==> config.mk <==
export PLATFORM = sky130hd
export DESIGN_NAME = jts_tap_select
export DESIGN_NICKNAME = d
export VERILOG_FILES = /design/src/hw/jts_pkg.sv /design/src/hw/jts_tap_select.sv
export VERILOG_INCLUDE_DIRS = /design/src /design/src/hw
export SDC_FILE = /design/constraint.sdc
export NUM_CORES = 1
export LEC_CHECK = 0
export BUFFER_PORTS_ARGS = -buffer_cell sky130_fd_sc_hd__buf_4
export CAP_MARGIN = 10
export CORE_ASPECT_RATIO = 0.75
export CORE_MARGIN = 2
export CORE_UTILIZATION = 59
export CTS_CLUSTER_DIAMETER = 60
export DETAILED_ROUTE_END_ITERATION = 10
export PLACE_DENSITY = 0.79
export REMOVE_ABC_BUFFERS = 1
export SLEW_MARGIN = 20
export SYNTH_ARGS = -nofsm -noshare
export SYNTH_HDL_FRONTEND = slang
export SYNTH_SLANG_ARGS = --single-unit
==> constraint.sdc <==
create_clock -name clk_sys_i -period 3.24 [get_ports clk_sys_i]
set_clock_uncertainty 0.2 [all_clocks]
set_input_delay 0.648 -clock clk_sys_i [delete_from_list [all_inputs] [get_ports clk_sys_i]]
set_output_delay 0.648 -clock clk_sys_i [all_outputs]
set_load 0.05 [all_outputs]
==> src/hw/jts_defs.svh <==
// Constants of the test-port selector: timing, sizes, opcode, reset values.
// Assumes a 20 MHz system clock; included by bare name.
`ifndef JTS_DEFS_SVH
`define JTS_DEFS_SVH

`define JTS_CLK_MHZ           20
`define JTS_PAGE_PROG_TIME_US 8000
`define JTS_PAGE_PROG_CYC     (`JTS_PAGE_PROG_TIME_US * `JTS_CLK_MHZ)
`define JTS_PAGE_BYTES        132
`define JTS_NVM_PAGES         16
`define JTS_IR_WIDTH          8
`define JTS_CTX_OPCODE        8'h7A
`define JTS_IR_RST            8'hFF
// Synchroniser reset: {core_tdo, fab_tdo, sel, trst_n, tdi, tms, tck}.
`define JTS_SYNC_RST          7'h52
`define JTS_SEL_RST           1'b1

`endif

==> src/hw/jts_pkg.sv <==
// Types and the TAP next-state function shared by the test-port selector.
// Assumes jts_defs.svh for numeric constants.
package jts_pkg;

    typedef enum logic [15:0] {
        TAP_RESET   = 16'h0001, TAP_IDLE    = 16'h0002,
        TAP_SEL_DR  = 16'h0004, TAP_CAP_DR  = 16'h0008,
        TAP_SH_DR   = 16'h0010, TAP_EX1_DR  = 16'h0020,
        TAP_PA_DR   = 16'h0040, TAP_EX2_DR  = 16'h0080,
        TAP_UPD_DR  = 16'h0100, TAP_SEL_IR  = 16'h0200,
        TAP_CAP_IR  = 16'h0400, TAP_SH_IR   = 16'h0800,
        TAP_EX1_IR  = 16'h1000, TAP_PA_IR   = 16'h2000,
        TAP_EX2_IR  = 16'h4000, TAP_UPD_IR  = 16'h8000
    } jts_tap_e;

    // Fabric I/O behaviour while the fabric is being programmed.
    typedef enum logic [2:0] {
        IO_TRISTATE = 3'h1,
        IO_HOLD_DEF = 3'h2,
        IO_HOLD_LAST = 3'h4
    } jts_io_mode_e;

    // Next state of the standard test-access-port controller on a TCK rise.
    function automatic jts_tap_e tap_next(input jts_tap_e s, input logic m);
        unique case (s)
            TAP_RESET:  tap_next = m ? TAP_RESET  : TAP_IDLE;
            TAP_IDLE:   tap_next = m ? TAP_SEL_DR : TAP_IDLE;
            TAP_SEL_DR: tap_next = m ? TAP_SEL_IR : TAP_CAP_DR;
            TAP_CAP_DR: tap_next = m ? TAP_EX1_DR : TAP_SH_DR;
            TAP_SH_DR:  tap_next = m ? TAP_EX1_DR : TAP_SH_DR;
            TAP_EX1_DR: tap_next = m ? TAP_UPD_DR : TAP_PA_DR;
            TAP_PA_DR:  tap_next = m ? TAP_EX2_DR : TAP_PA_DR;
            TAP_EX2_DR: tap_next = m ? TAP_UPD_DR : TAP_SH_DR;
            TAP_UPD_DR: tap_next = m ? TAP_SEL_DR : TAP_IDLE;
            TAP_SEL_IR: tap_next = m ? TAP_RESET  : TAP_CAP_IR;
            TAP_CAP_IR: tap_next = m ? TAP_EX1_IR : TAP_SH_IR;
            TAP_SH_IR:  tap_next = m ? TAP_EX1_IR : TAP_SH_IR;
            TAP_EX1_IR: tap_next = m ? TAP_UPD_IR : TAP_PA_IR;
            TAP_PA_IR:  tap_next = m ? TAP_EX2_IR : TAP_PA_IR;
            TAP_EX2_IR: tap_next = m ? TAP_UPD_IR : TAP_SH_IR;
            TAP_UPD_IR: tap_next = m ? TAP_SEL_DR : TAP_IDLE;
            default:    tap_next = TAP_RESET;
        endcase
    endfunction

endpackage

==> src/hw/jts_tap_select.sv <==
// Test-port selector: routes the probe's JTAG pins to the fabric TAP or the
// core debug logic, gates fabric I/Os during programming and sequences
// nonvolatile page writes. All probe pins are sampled by clk_sys_i, so TCK
// must stay well below a quarter of the system clock.
//
// Behaviour
// - Select pin high routes fabric TAP, else core.
// - Fabric selected forces core debug reset low.
// - Context instruction switches target, pin ignored until test reset.
// - Fabric programming tristates or holds fabric I/Os.
// - Per-page write protection blocks program or erase.
// - Page program including erase takes 8 ms.
`timescale 1ns/100ps
`include "jts_defs.svh"

module jts_tap_select #(
    parameter int PAGE_PROG_CYCLES = `JTS_PAGE_PROG_CYC,
    parameter int NVM_PAGES        = `JTS_NVM_PAGES
) (
    // System
    input  wire logic                        clk_sys_i,
    input  wire logic                        rst_n_i,
    // Probe pins
    input  wire logic                        tck_i,
    input  wire logic                        tms_i,
    input  wire logic                        tdi_i,
    input  wire logic                        jtag_test_reset_n_i,
    input  wire logic                        tap_target_select_pin_i,
    output logic                             tdo_o,
    output logic                             tdo_oe_o,
    // Fabric TAP
    output logic                             fab_tck_o,
    output logic                             fab_tms_o,
    output logic                             fab_tdi_o,
    input  wire logic                        fab_tdo_i,
    // Core debug logic
    output logic                             core_tck_o,
    output logic                             core_tms_o,
    output logic                             core_tdi_o,
    input  wire logic                        core_tdo_i,
    output logic                             core_debug_test_reset_low_n_o,
    // Selection status
    output logic                             fpga_tap_selected_o,
    output logic                             ctx_override_o,
    // Fabric programming
    input  wire logic                        fabric_prog_active_i,
    input  wire jts_pkg::jts_io_mode_e       io_mode_i,
    output logic                             fab_io_tristate_o,
    output logic                             fab_io_hold_o,
    output logic                             mcu_io_enable_o,
    // Nonvolatile page requests
    input  wire logic                        nvm_req_valid_i,
    input  wire logic [$clog2(NVM_PAGES)-1:0] nvm_req_page_i,
    input  wire logic                        nvm_req_protect_i,
    output logic                             nvm_req_ready_o,
    output logic                             nvm_start_o,
    output logic                             nvm_busy_o,
    output logic                             nvm_done_o,
    output logic                             nvm_refused_o
);

    localparam int CNT_W = $clog2(PAGE_PROG_CYCLES + 1);
    localparam int IR_W  = `JTS_IR_WIDTH;

    ////////////////////////////////////////////////////////////////////////
    // Two-stage synchroniser on every pin; stage one feeds only stage two.
    logic [6:0] sync1_ff;
    logic [6:0] sync2_ff;
    logic       tck_d_ff;

    always_ff @(posedge clk_sys_i or negedge rst_n_i) begin
        if (!rst_n_i) begin
            sync1_ff <= `JTS_SYNC_RST;
            sync2_ff <= `JTS_SYNC_RST;
            tck_d_ff <= 1'b0;
        end else begin
            sync1_ff <= {core_tdo_i, fab_tdo_i, tap_target_select_pin_i,
                         jtag_test_reset_n_i, tdi_i, tms_i, tck_i};
            sync2_ff <= sync1_ff;
            tck_d_ff <= sync2_ff[0];
        end
    end

    wire tck_s      = sync2_ff[0];
    wire tms_s      = sync2_ff[1];
    wire tdi_s      = sync2_ff[2];
    wire trst_n_s   = sync2_ff[3];
    wire sel_pin_s  = sync2_ff[4];
    wire fab_tdo_s  = sync2_ff[5];
    wire core_tdo_s = sync2_ff[6];
    wire tck_rise   = tck_s & ~tck_d_ff;

    ////////////////////////////////////////////////////////////////////////
    // Shadow TAP and instruction register, used to find the context
    // instruction and the quiet states in which the pin may be sampled.
    jts_pkg::jts_tap_e tap_ff;
    jts_pkg::jts_tap_e nxt_tap;
    logic [IR_W-1:0]   ir_ff;
    logic              sel_pin_ff;
    logic              ctx_valid_ff;
    logic              ctx_target_ff;

    assign nxt_tap = !trst_n_s ? jts_pkg::TAP_RESET
                   : tck_rise  ? jts_pkg::tap_next(tap_ff, tms_s) : tap_ff;

    wire tap_quiet = (tap_ff == jts_pkg::TAP_RESET) ||
                     (tap_ff == jts_pkg::TAP_IDLE);
    wire ctx_cmd   = tck_rise && trst_n_s &&
                     (nxt_tap == jts_pkg::TAP_UPD_IR) &&
                     (tap_ff != jts_pkg::TAP_UPD_IR) &&
                     (ir_ff == `JTS_CTX_OPCODE);
    wire sel_eff   = ctx_valid_ff ? ctx_target_ff : sel_pin_ff;

    always_ff @(posedge clk_sys_i or negedge rst_n_i) begin
        if (!rst_n_i) begin
            tap_ff <= jts_pkg::TAP_RESET;
            ir_ff  <= `JTS_IR_RST;
        end else begin
            tap_ff <= nxt_tap;
            if (tck_rise && tap_ff == jts_pkg::TAP_SH_IR)
                ir_ff <= {tdi_s, ir_ff[IR_W-1:1]};
        end
    end

    // A pin change mid-shift would tear a scan apart, so it waits.
    always_ff @(posedge clk_sys_i or negedge rst_n_i) begin
        if (!rst_n_i)
            sel_pin_ff <= `JTS_SEL_RST;
        else if (tap_quiet)
            sel_pin_ff <= sel_pin_s;
    end

    // The override lasts until a test reset, then the pin rules again.
    always_ff @(posedge clk_sys_i or negedge rst_n_i) begin
        if (!rst_n_i) begin
            ctx_valid_ff  <= 1'b0;
            ctx_target_ff <= `JTS_SEL_RST;
        end else if (!trst_n_s) begin
            ctx_valid_ff  <= 1'b0;
        end else if (ctx_cmd) begin
            ctx_valid_ff  <= 1'b1;
            ctx_target_ff <= ~sel_eff;
        end
    end

    ////////////////////////////////////////////////////////////////////////
    // Routing. The target not selected sees TCK low and TMS high.
    wire shifting = (tap_ff == jts_pkg::TAP_SH_DR) ||
                    (tap_ff == jts_pkg::TAP_SH_IR);

    always_ff @(posedge clk_sys_i or negedge rst_n_i) begin
        if (!rst_n_i) begin
            fab_tck_o  <= 1'b0;
            fab_tms_o  <= 1'b1;
            fab_tdi_o  <= 1'b0;
            core_tck_o <= 1'b0;
            core_tms_o <= 1'b1;
            core_tdi_o <= 1'b0;
            tdo_o      <= 1'b0;
            tdo_oe_o   <= 1'b0;
            core_debug_test_reset_low_n_o <= 1'b0;
        end else begin
            fab_tck_o  <= sel_eff & tck_s;
            fab_tms_o  <= sel_eff ? tms_s : 1'b1;
            fab_tdi_o  <= sel_eff & tdi_s;
            core_tck_o <= ~sel_eff & tck_s;
            core_tms_o <= sel_eff ? 1'b1 : tms_s;
            core_tdi_o <= ~sel_eff & tdi_s;
            tdo_o      <= sel_eff ? fab_tdo_s : core_tdo_s;
            tdo_oe_o   <= shifting;
            core_debug_test_reset_low_n_o <= ~sel_eff & trst_n_s;
        end
    end

    assign fpga_tap_selected_o = sel_eff;
    assign ctx_override_o      = ctx_valid_ff;

    ////////////////////////////////////////////////////////////////////////
    // Fabric I/O gating while the fabric is programmed.
    always_ff @(posedge clk_sys_i or negedge rst_n_i) begin
        if (!rst_n_i) begin
            fab_io_tristate_o <= 1'b0;
            fab_io_hold_o     <= 1'b0;
        end else begin
            fab_io_tristate_o <= fabric_prog_active_i &&
                                 io_mode_i == jts_pkg::IO_TRISTATE;
            fab_io_hold_o     <= fabric_prog_active_i &&
                                 io_mode_i != jts_pkg::IO_TRISTATE;
        end
    end

    // Subsystem I/Os never stop, they carry the new image.
    assign mcu_io_enable_o = 1'b1;

    ////////////////////////////////////////////////////////////////////////
    // Page programming: one page of JTS_PAGE_BYTES at a time.
    logic [NVM_PAGES-1:0] prot_ff;
    logic [CNT_W-1:0]     cnt_ff;
    logic                 start_ff;
    logic                 done_ff;
    logic                 refused_ff;

    wire accept   = nvm_req_valid_i && nvm_req_ready_o;
    wire page_prt = prot_ff[nvm_req_page_i];
    wire do_prog  = accept && !nvm_req_protect_i && !page_prt;

    assign nvm_req_ready_o = (cnt_ff == '0);
    assign nvm_busy_o      = (cnt_ff != '0);
    assign nvm_start_o     = start_ff;
    assign nvm_done_o      = done_ff;
    assign nvm_refused_o   = refused_ff;

    always_ff @(posedge clk_sys_i or negedge rst_n_i) begin
        if (!rst_n_i) begin
            prot_ff    <= '0;
            cnt_ff     <= '0;
            start_ff   <= 1'b0;
            done_ff    <= 1'b0;
            refused_ff <= 1'b0;
        end else begin
            if (accept && nvm_req_protect_i)
                prot_ff[nvm_req_page_i] <= 1'b1;
            if (do_prog)
                cnt_ff <= CNT_W'(PAGE_PROG_CYCLES);
            else if (cnt_ff != '0)
                cnt_ff <= cnt_ff - CNT_W'(1);
            start_ff   <= do_prog;
            done_ff    <= (cnt_ff == CNT_W'(1));
            refused_ff <= accept && !nvm_req_protect_i && page_prt;
        end
    end

    ////////////////////////////////////////////////////////////////////////
    // Checks.
    property p_route_fab;
        @(posedge clk_sys_i) disable iff (!rst_n_i)
        sel_eff |=> (fab_tms_o == $past(tms_s)) && core_tms_o && !core_tck_o;
    endproperty
    a_route_fab: assert property (p_route_fab)
        else $error("Fabric TAP not routed while selected.");
    property p_route_core;
        @(posedge clk_sys_i) disable iff (!rst_n_i)
        !sel_eff |=> (tdo_o == $past(core_tdo_s)) && fab_tms_o;
    endproperty
    a_route_core: assert property (p_route_core)
        else $error("Core debug not routed while selected.");
    property p_core_reset;
        @(posedge clk_sys_i) disable iff (!rst_n_i)
        sel_eff ##1 sel_eff |-> !core_debug_test_reset_low_n_o;
    endproperty
    a_core_reset: assert property (p_core_reset)
        else $error("Core debug reset released while fabric selected.");
    property p_ctx_switch;
        @(posedge clk_sys_i) disable iff (!rst_n_i)
        ctx_cmd |=> ctx_valid_ff && (sel_eff != $past(sel_eff));
    endproperty
    a_ctx_switch: assert property (p_ctx_switch)
        else $error("Context instruction did not switch the target.");
    property p_io_gate;
        @(posedge clk_sys_i) disable iff (!rst_n_i)
        fabric_prog_active_i |=> fab_io_tristate_o ^ fab_io_hold_o;
    endproperty
    a_io_gate: assert property (p_io_gate)
        else $error("Fabric I/Os neither tristated nor held.");
    property p_protect;
        @(posedge clk_sys_i) disable iff (!rst_n_i)
        accept && !nvm_req_protect_i && page_prt |=> refused_ff && !start_ff;
    endproperty
    a_protect: assert property (p_protect)
        else $error("Protected page was programmed.");
    property p_prog_time;
        @(posedge clk_sys_i) disable iff (!rst_n_i)
        $rose(nvm_busy_o) |-> cnt_ff == CNT_W'(PAGE_PROG_CYCLES);
    endproperty
    a_prog_time: assert property (p_prog_time)
        else $error("Page program time not loaded.");
    property p_pin_quiet;
        @(posedge clk_sys_i) disable iff (!rst_n_i)
        !tap_quiet |=> $stable(sel_pin_ff);
    endproperty
    a_pin_quiet: assert property (p_pin_quiet)
        else $error("Select pin sampled outside reset or idle.");

    c_ctx:   cover property (@(posedge clk_sys_i) disable iff (!rst_n_i)
                             ctx_cmd);
    c_done:  cover property (@(posedge clk_sys_i) disable iff (!rst_n_i)
                             nvm_done_o);
    c_swap:  cover property (@(posedge clk_sys_i) disable iff (!rst_n_i)
                             $fell(sel_pin_ff));

endmodule // jts_tap_select

==> summary.txt <==
largest net degree at the start of global routing: 91
final-report max-slew violation count: 0
crit share post-route: 0.969
Buffers on Ports: 36
global routing's busiest layer: met1
Post-synth EDFFs: 0
Crit Path Category: reg -> out
post-synthesis sequential area ratio: 0.541
top-count cell post-synth: dfrtp_1
Antenna Nets Post-Route: 0
delay of the slowest cell on the worst path: 610 ps
Wirelength per Cell: 16.1 um
critical path startpoint category: flip-flop
via count: 2,899
Critical path origin: cnt_ff[9]
dominant synthesized flop cell: dfrtp_1
Syn Area/Cell: 11.4 um2
final cell count without fillers: 503
Yosys Warn Count: 0
RSZ-0062 raised after global routing: false
CP arrival: 2290 ps
Setup TNS: 0 ps
# diodes: 0
GRT overflow: 0
crit end category: output port
min Tclk post-route: 3140 ps
TritonCTS clock tree: yes
layout cells sized above 1: 0.274
M1 GR Usage: 0.368
final setup vio count: 0
PwrDens: 431 nW/um2
post-layout net count: 421
DIE AREA: 7830 um2
DP Worst Slack: 306 ps
Req. time, crit path: 2390 ps
initial core utilization: 0.613
ranking of synthesized cells by area: dfrtp_1 42%, dfstp_2 12%, mux2_2 3.2%
Syn Inst Count: 369
commonest cells in the netlist: 71 x dfrtp_1, 32 x nand2_1, 19 x dfstp_2, 19 x nor2_1, 15 x and2_1
Worst Slack Setup Final: 101 ps
Row Count: 26
clock tree root buffer cell: clkbuf_8
CTS Buf Count: 9
peak supply drop: 0.332 mV
largest family of logic cells by synthesized area: simple AND/OR/NAND/NOR gates
1st-pass router iterations: 5
placed insts: 487
FFs w/ async S/R, synth: 1.00
Synth Area in XOR/XNOR: 0.0437
global-route wire length before repair: 14.0 mm
Reg-to-Reg Start: sync2_ff[1]
H-tree levels: 3
core area: 6860 um2
Detailed Route WL: 8.08 mm
M3 GR Usage: 0.0538
vias per std cell: 5.76
clk buf depth: 2
Clk pin slew, worst setup/hold paths: 90 ps
Max-slew headroom: 0.529
synth-to-layout area growth: 13.1%
maximum clock frequency: 0.319 GHz
Simple-Gate Fraction of Synth Area: 0.222
post-synth top area cell: dfrtp_1
max-cap viol count: 0
Die Y: 77.1 um
Leakage: 2.18 nW
synth unique cells: 61
CP Max Fanout: 13
GRT met2 Usage: 0.310
Hold Path Class: in -> async
Die Wd: 102 um
area of the mapped netlist: 4210 um2
residual DRC count: 0
CP max-delay cell: or4_4
DRT iter0 DRCs: 185
Post CTS Setup Buffer Count: 0
mux cell area share after synthesis: 0.0559
top-area cell type share of the netlist area: 0.422
initial antenna violation count: 0
post-DP HPWL: 5.63 mm
clock sink count: 90
Worst-Margin Slew: 706 ps
PnR Total Power: 0.00205 W
GPL Wtd Cong: 0.901
hold_ws: 112 ps
Yosys reg bits: 90
worst skew pair latency: 360 ps
status: finished, final reports clean
Total GRT Usage: 0.230
I/O Pins: 38
number of global-route vias before repair: 2,777
crit-path cells: or4_4 > nor4_4 > nand2_4 > inv_2 > buf_4
final-report hold violation count: 0
post-synthesis adder-cell area fraction: 0.00595
Synth Area in Compound Gates: 0.101
## routing by layer
layer,part of all wire,vias to the layer above
met5,0,-
met4,0.013,0
met3,0.053,12
met2,0.44,80
met1,0.49,1436
li1,-,1371
## registers in the layout, indices dropped and copies added (netlist names), 7 cells and up
signal / cells
sync1_ff: 7
ir_ff: 8
sync2_ff: 7
cnt_ff: 18
tap_ff: 16
prot_ff: 16
## path summary, 6_finish.rpt
path                            cells past startpoint  slack (ps)         endpoint
min in group clk_sys_i                              0         160      sync2_ff[3]
max in group asynchronous                           2        2340         ir_ff[0]
worst max register to register                      5         650    ctx_target_ff
worst max-delay path                                5         100  nvm_req_ready_o
worst min-delay path                                2         110      prot_ff[15]
worst min register to register                      0         160      sync2_ff[3]
## final cells by class
| type | count | area [um2] |
|---|---|---|
| Fill cell | 506 | 2100 |
| Multi-Input combinational cell | 249 | 1820 |
| Sequential cell | 90 | 2280 |
| Clock buffer | 10 | 138 |
| Tap cell | 98 | 123 |
| Inverter | 8 | 30.0 |
| Timing Repair Buffer | 42 | 328 |
| Clock inverter | 6 | 50.0 |
## metrics by stage
stage               cell area [um2]  utilization
finish                         4760        0.693
global route                   4760        0.693
CTS                            4750        0.692
detailed placement             4560        0.664
global placement               4560        0.664
floorplan                      4110            -
## cell families after synthesis
family          Yosys count
compound gates           57
xor+xnor                 21
fa+ha+maj                 2
buf+inv                  30
flops                    90
mux                      17
other cells               1
simple gates            151
## cell usage in the layout (no fill, tap or decap), drive strengths merged, types with 3 or more instances in the layout
master	count
xnor2	13
o31ai	8
clkbuf	10
nand2b	7
clkinv	3
and2	16
mux4	4
nand4	9
or3	6
dfrtp	71
or4b	3
inv	10
nand2	33
o41ai	4
a21o	8
dfstp	19
nor4	10
o21ai	10
o21bai	8
nor2	20
or4	3
nor3	6
mux2	12
nand3	10
nor3b	3
xor2	8
nand4b	5
buf	42
nor2b	9
nor4b	4
a21boi	4
## where the power goes
part / total [W] / internal (W) / switching, W
Combinational: 0.000168 / 0.0000574 / 0.000111
Sequential: 0.00116 / 0.00115 / 0.0000135
Clock: 0.000717 / 0.000309 / 0.000408
Total: 0.00205 / 0.00152 / 0.000533
## repair_timing
action	4_1_cts	5_1_grt
setup endpoints to repair	1	1
resized for setup	2	3
hold buffers	0	0
## critical path: cells and delay by family (launching register included)
family,cells,cell delay [ps]
buffers and inverters,2,380
DFF,1,440
and+or+nand+nor,3,1120
(Power assumes the default switching activity.)
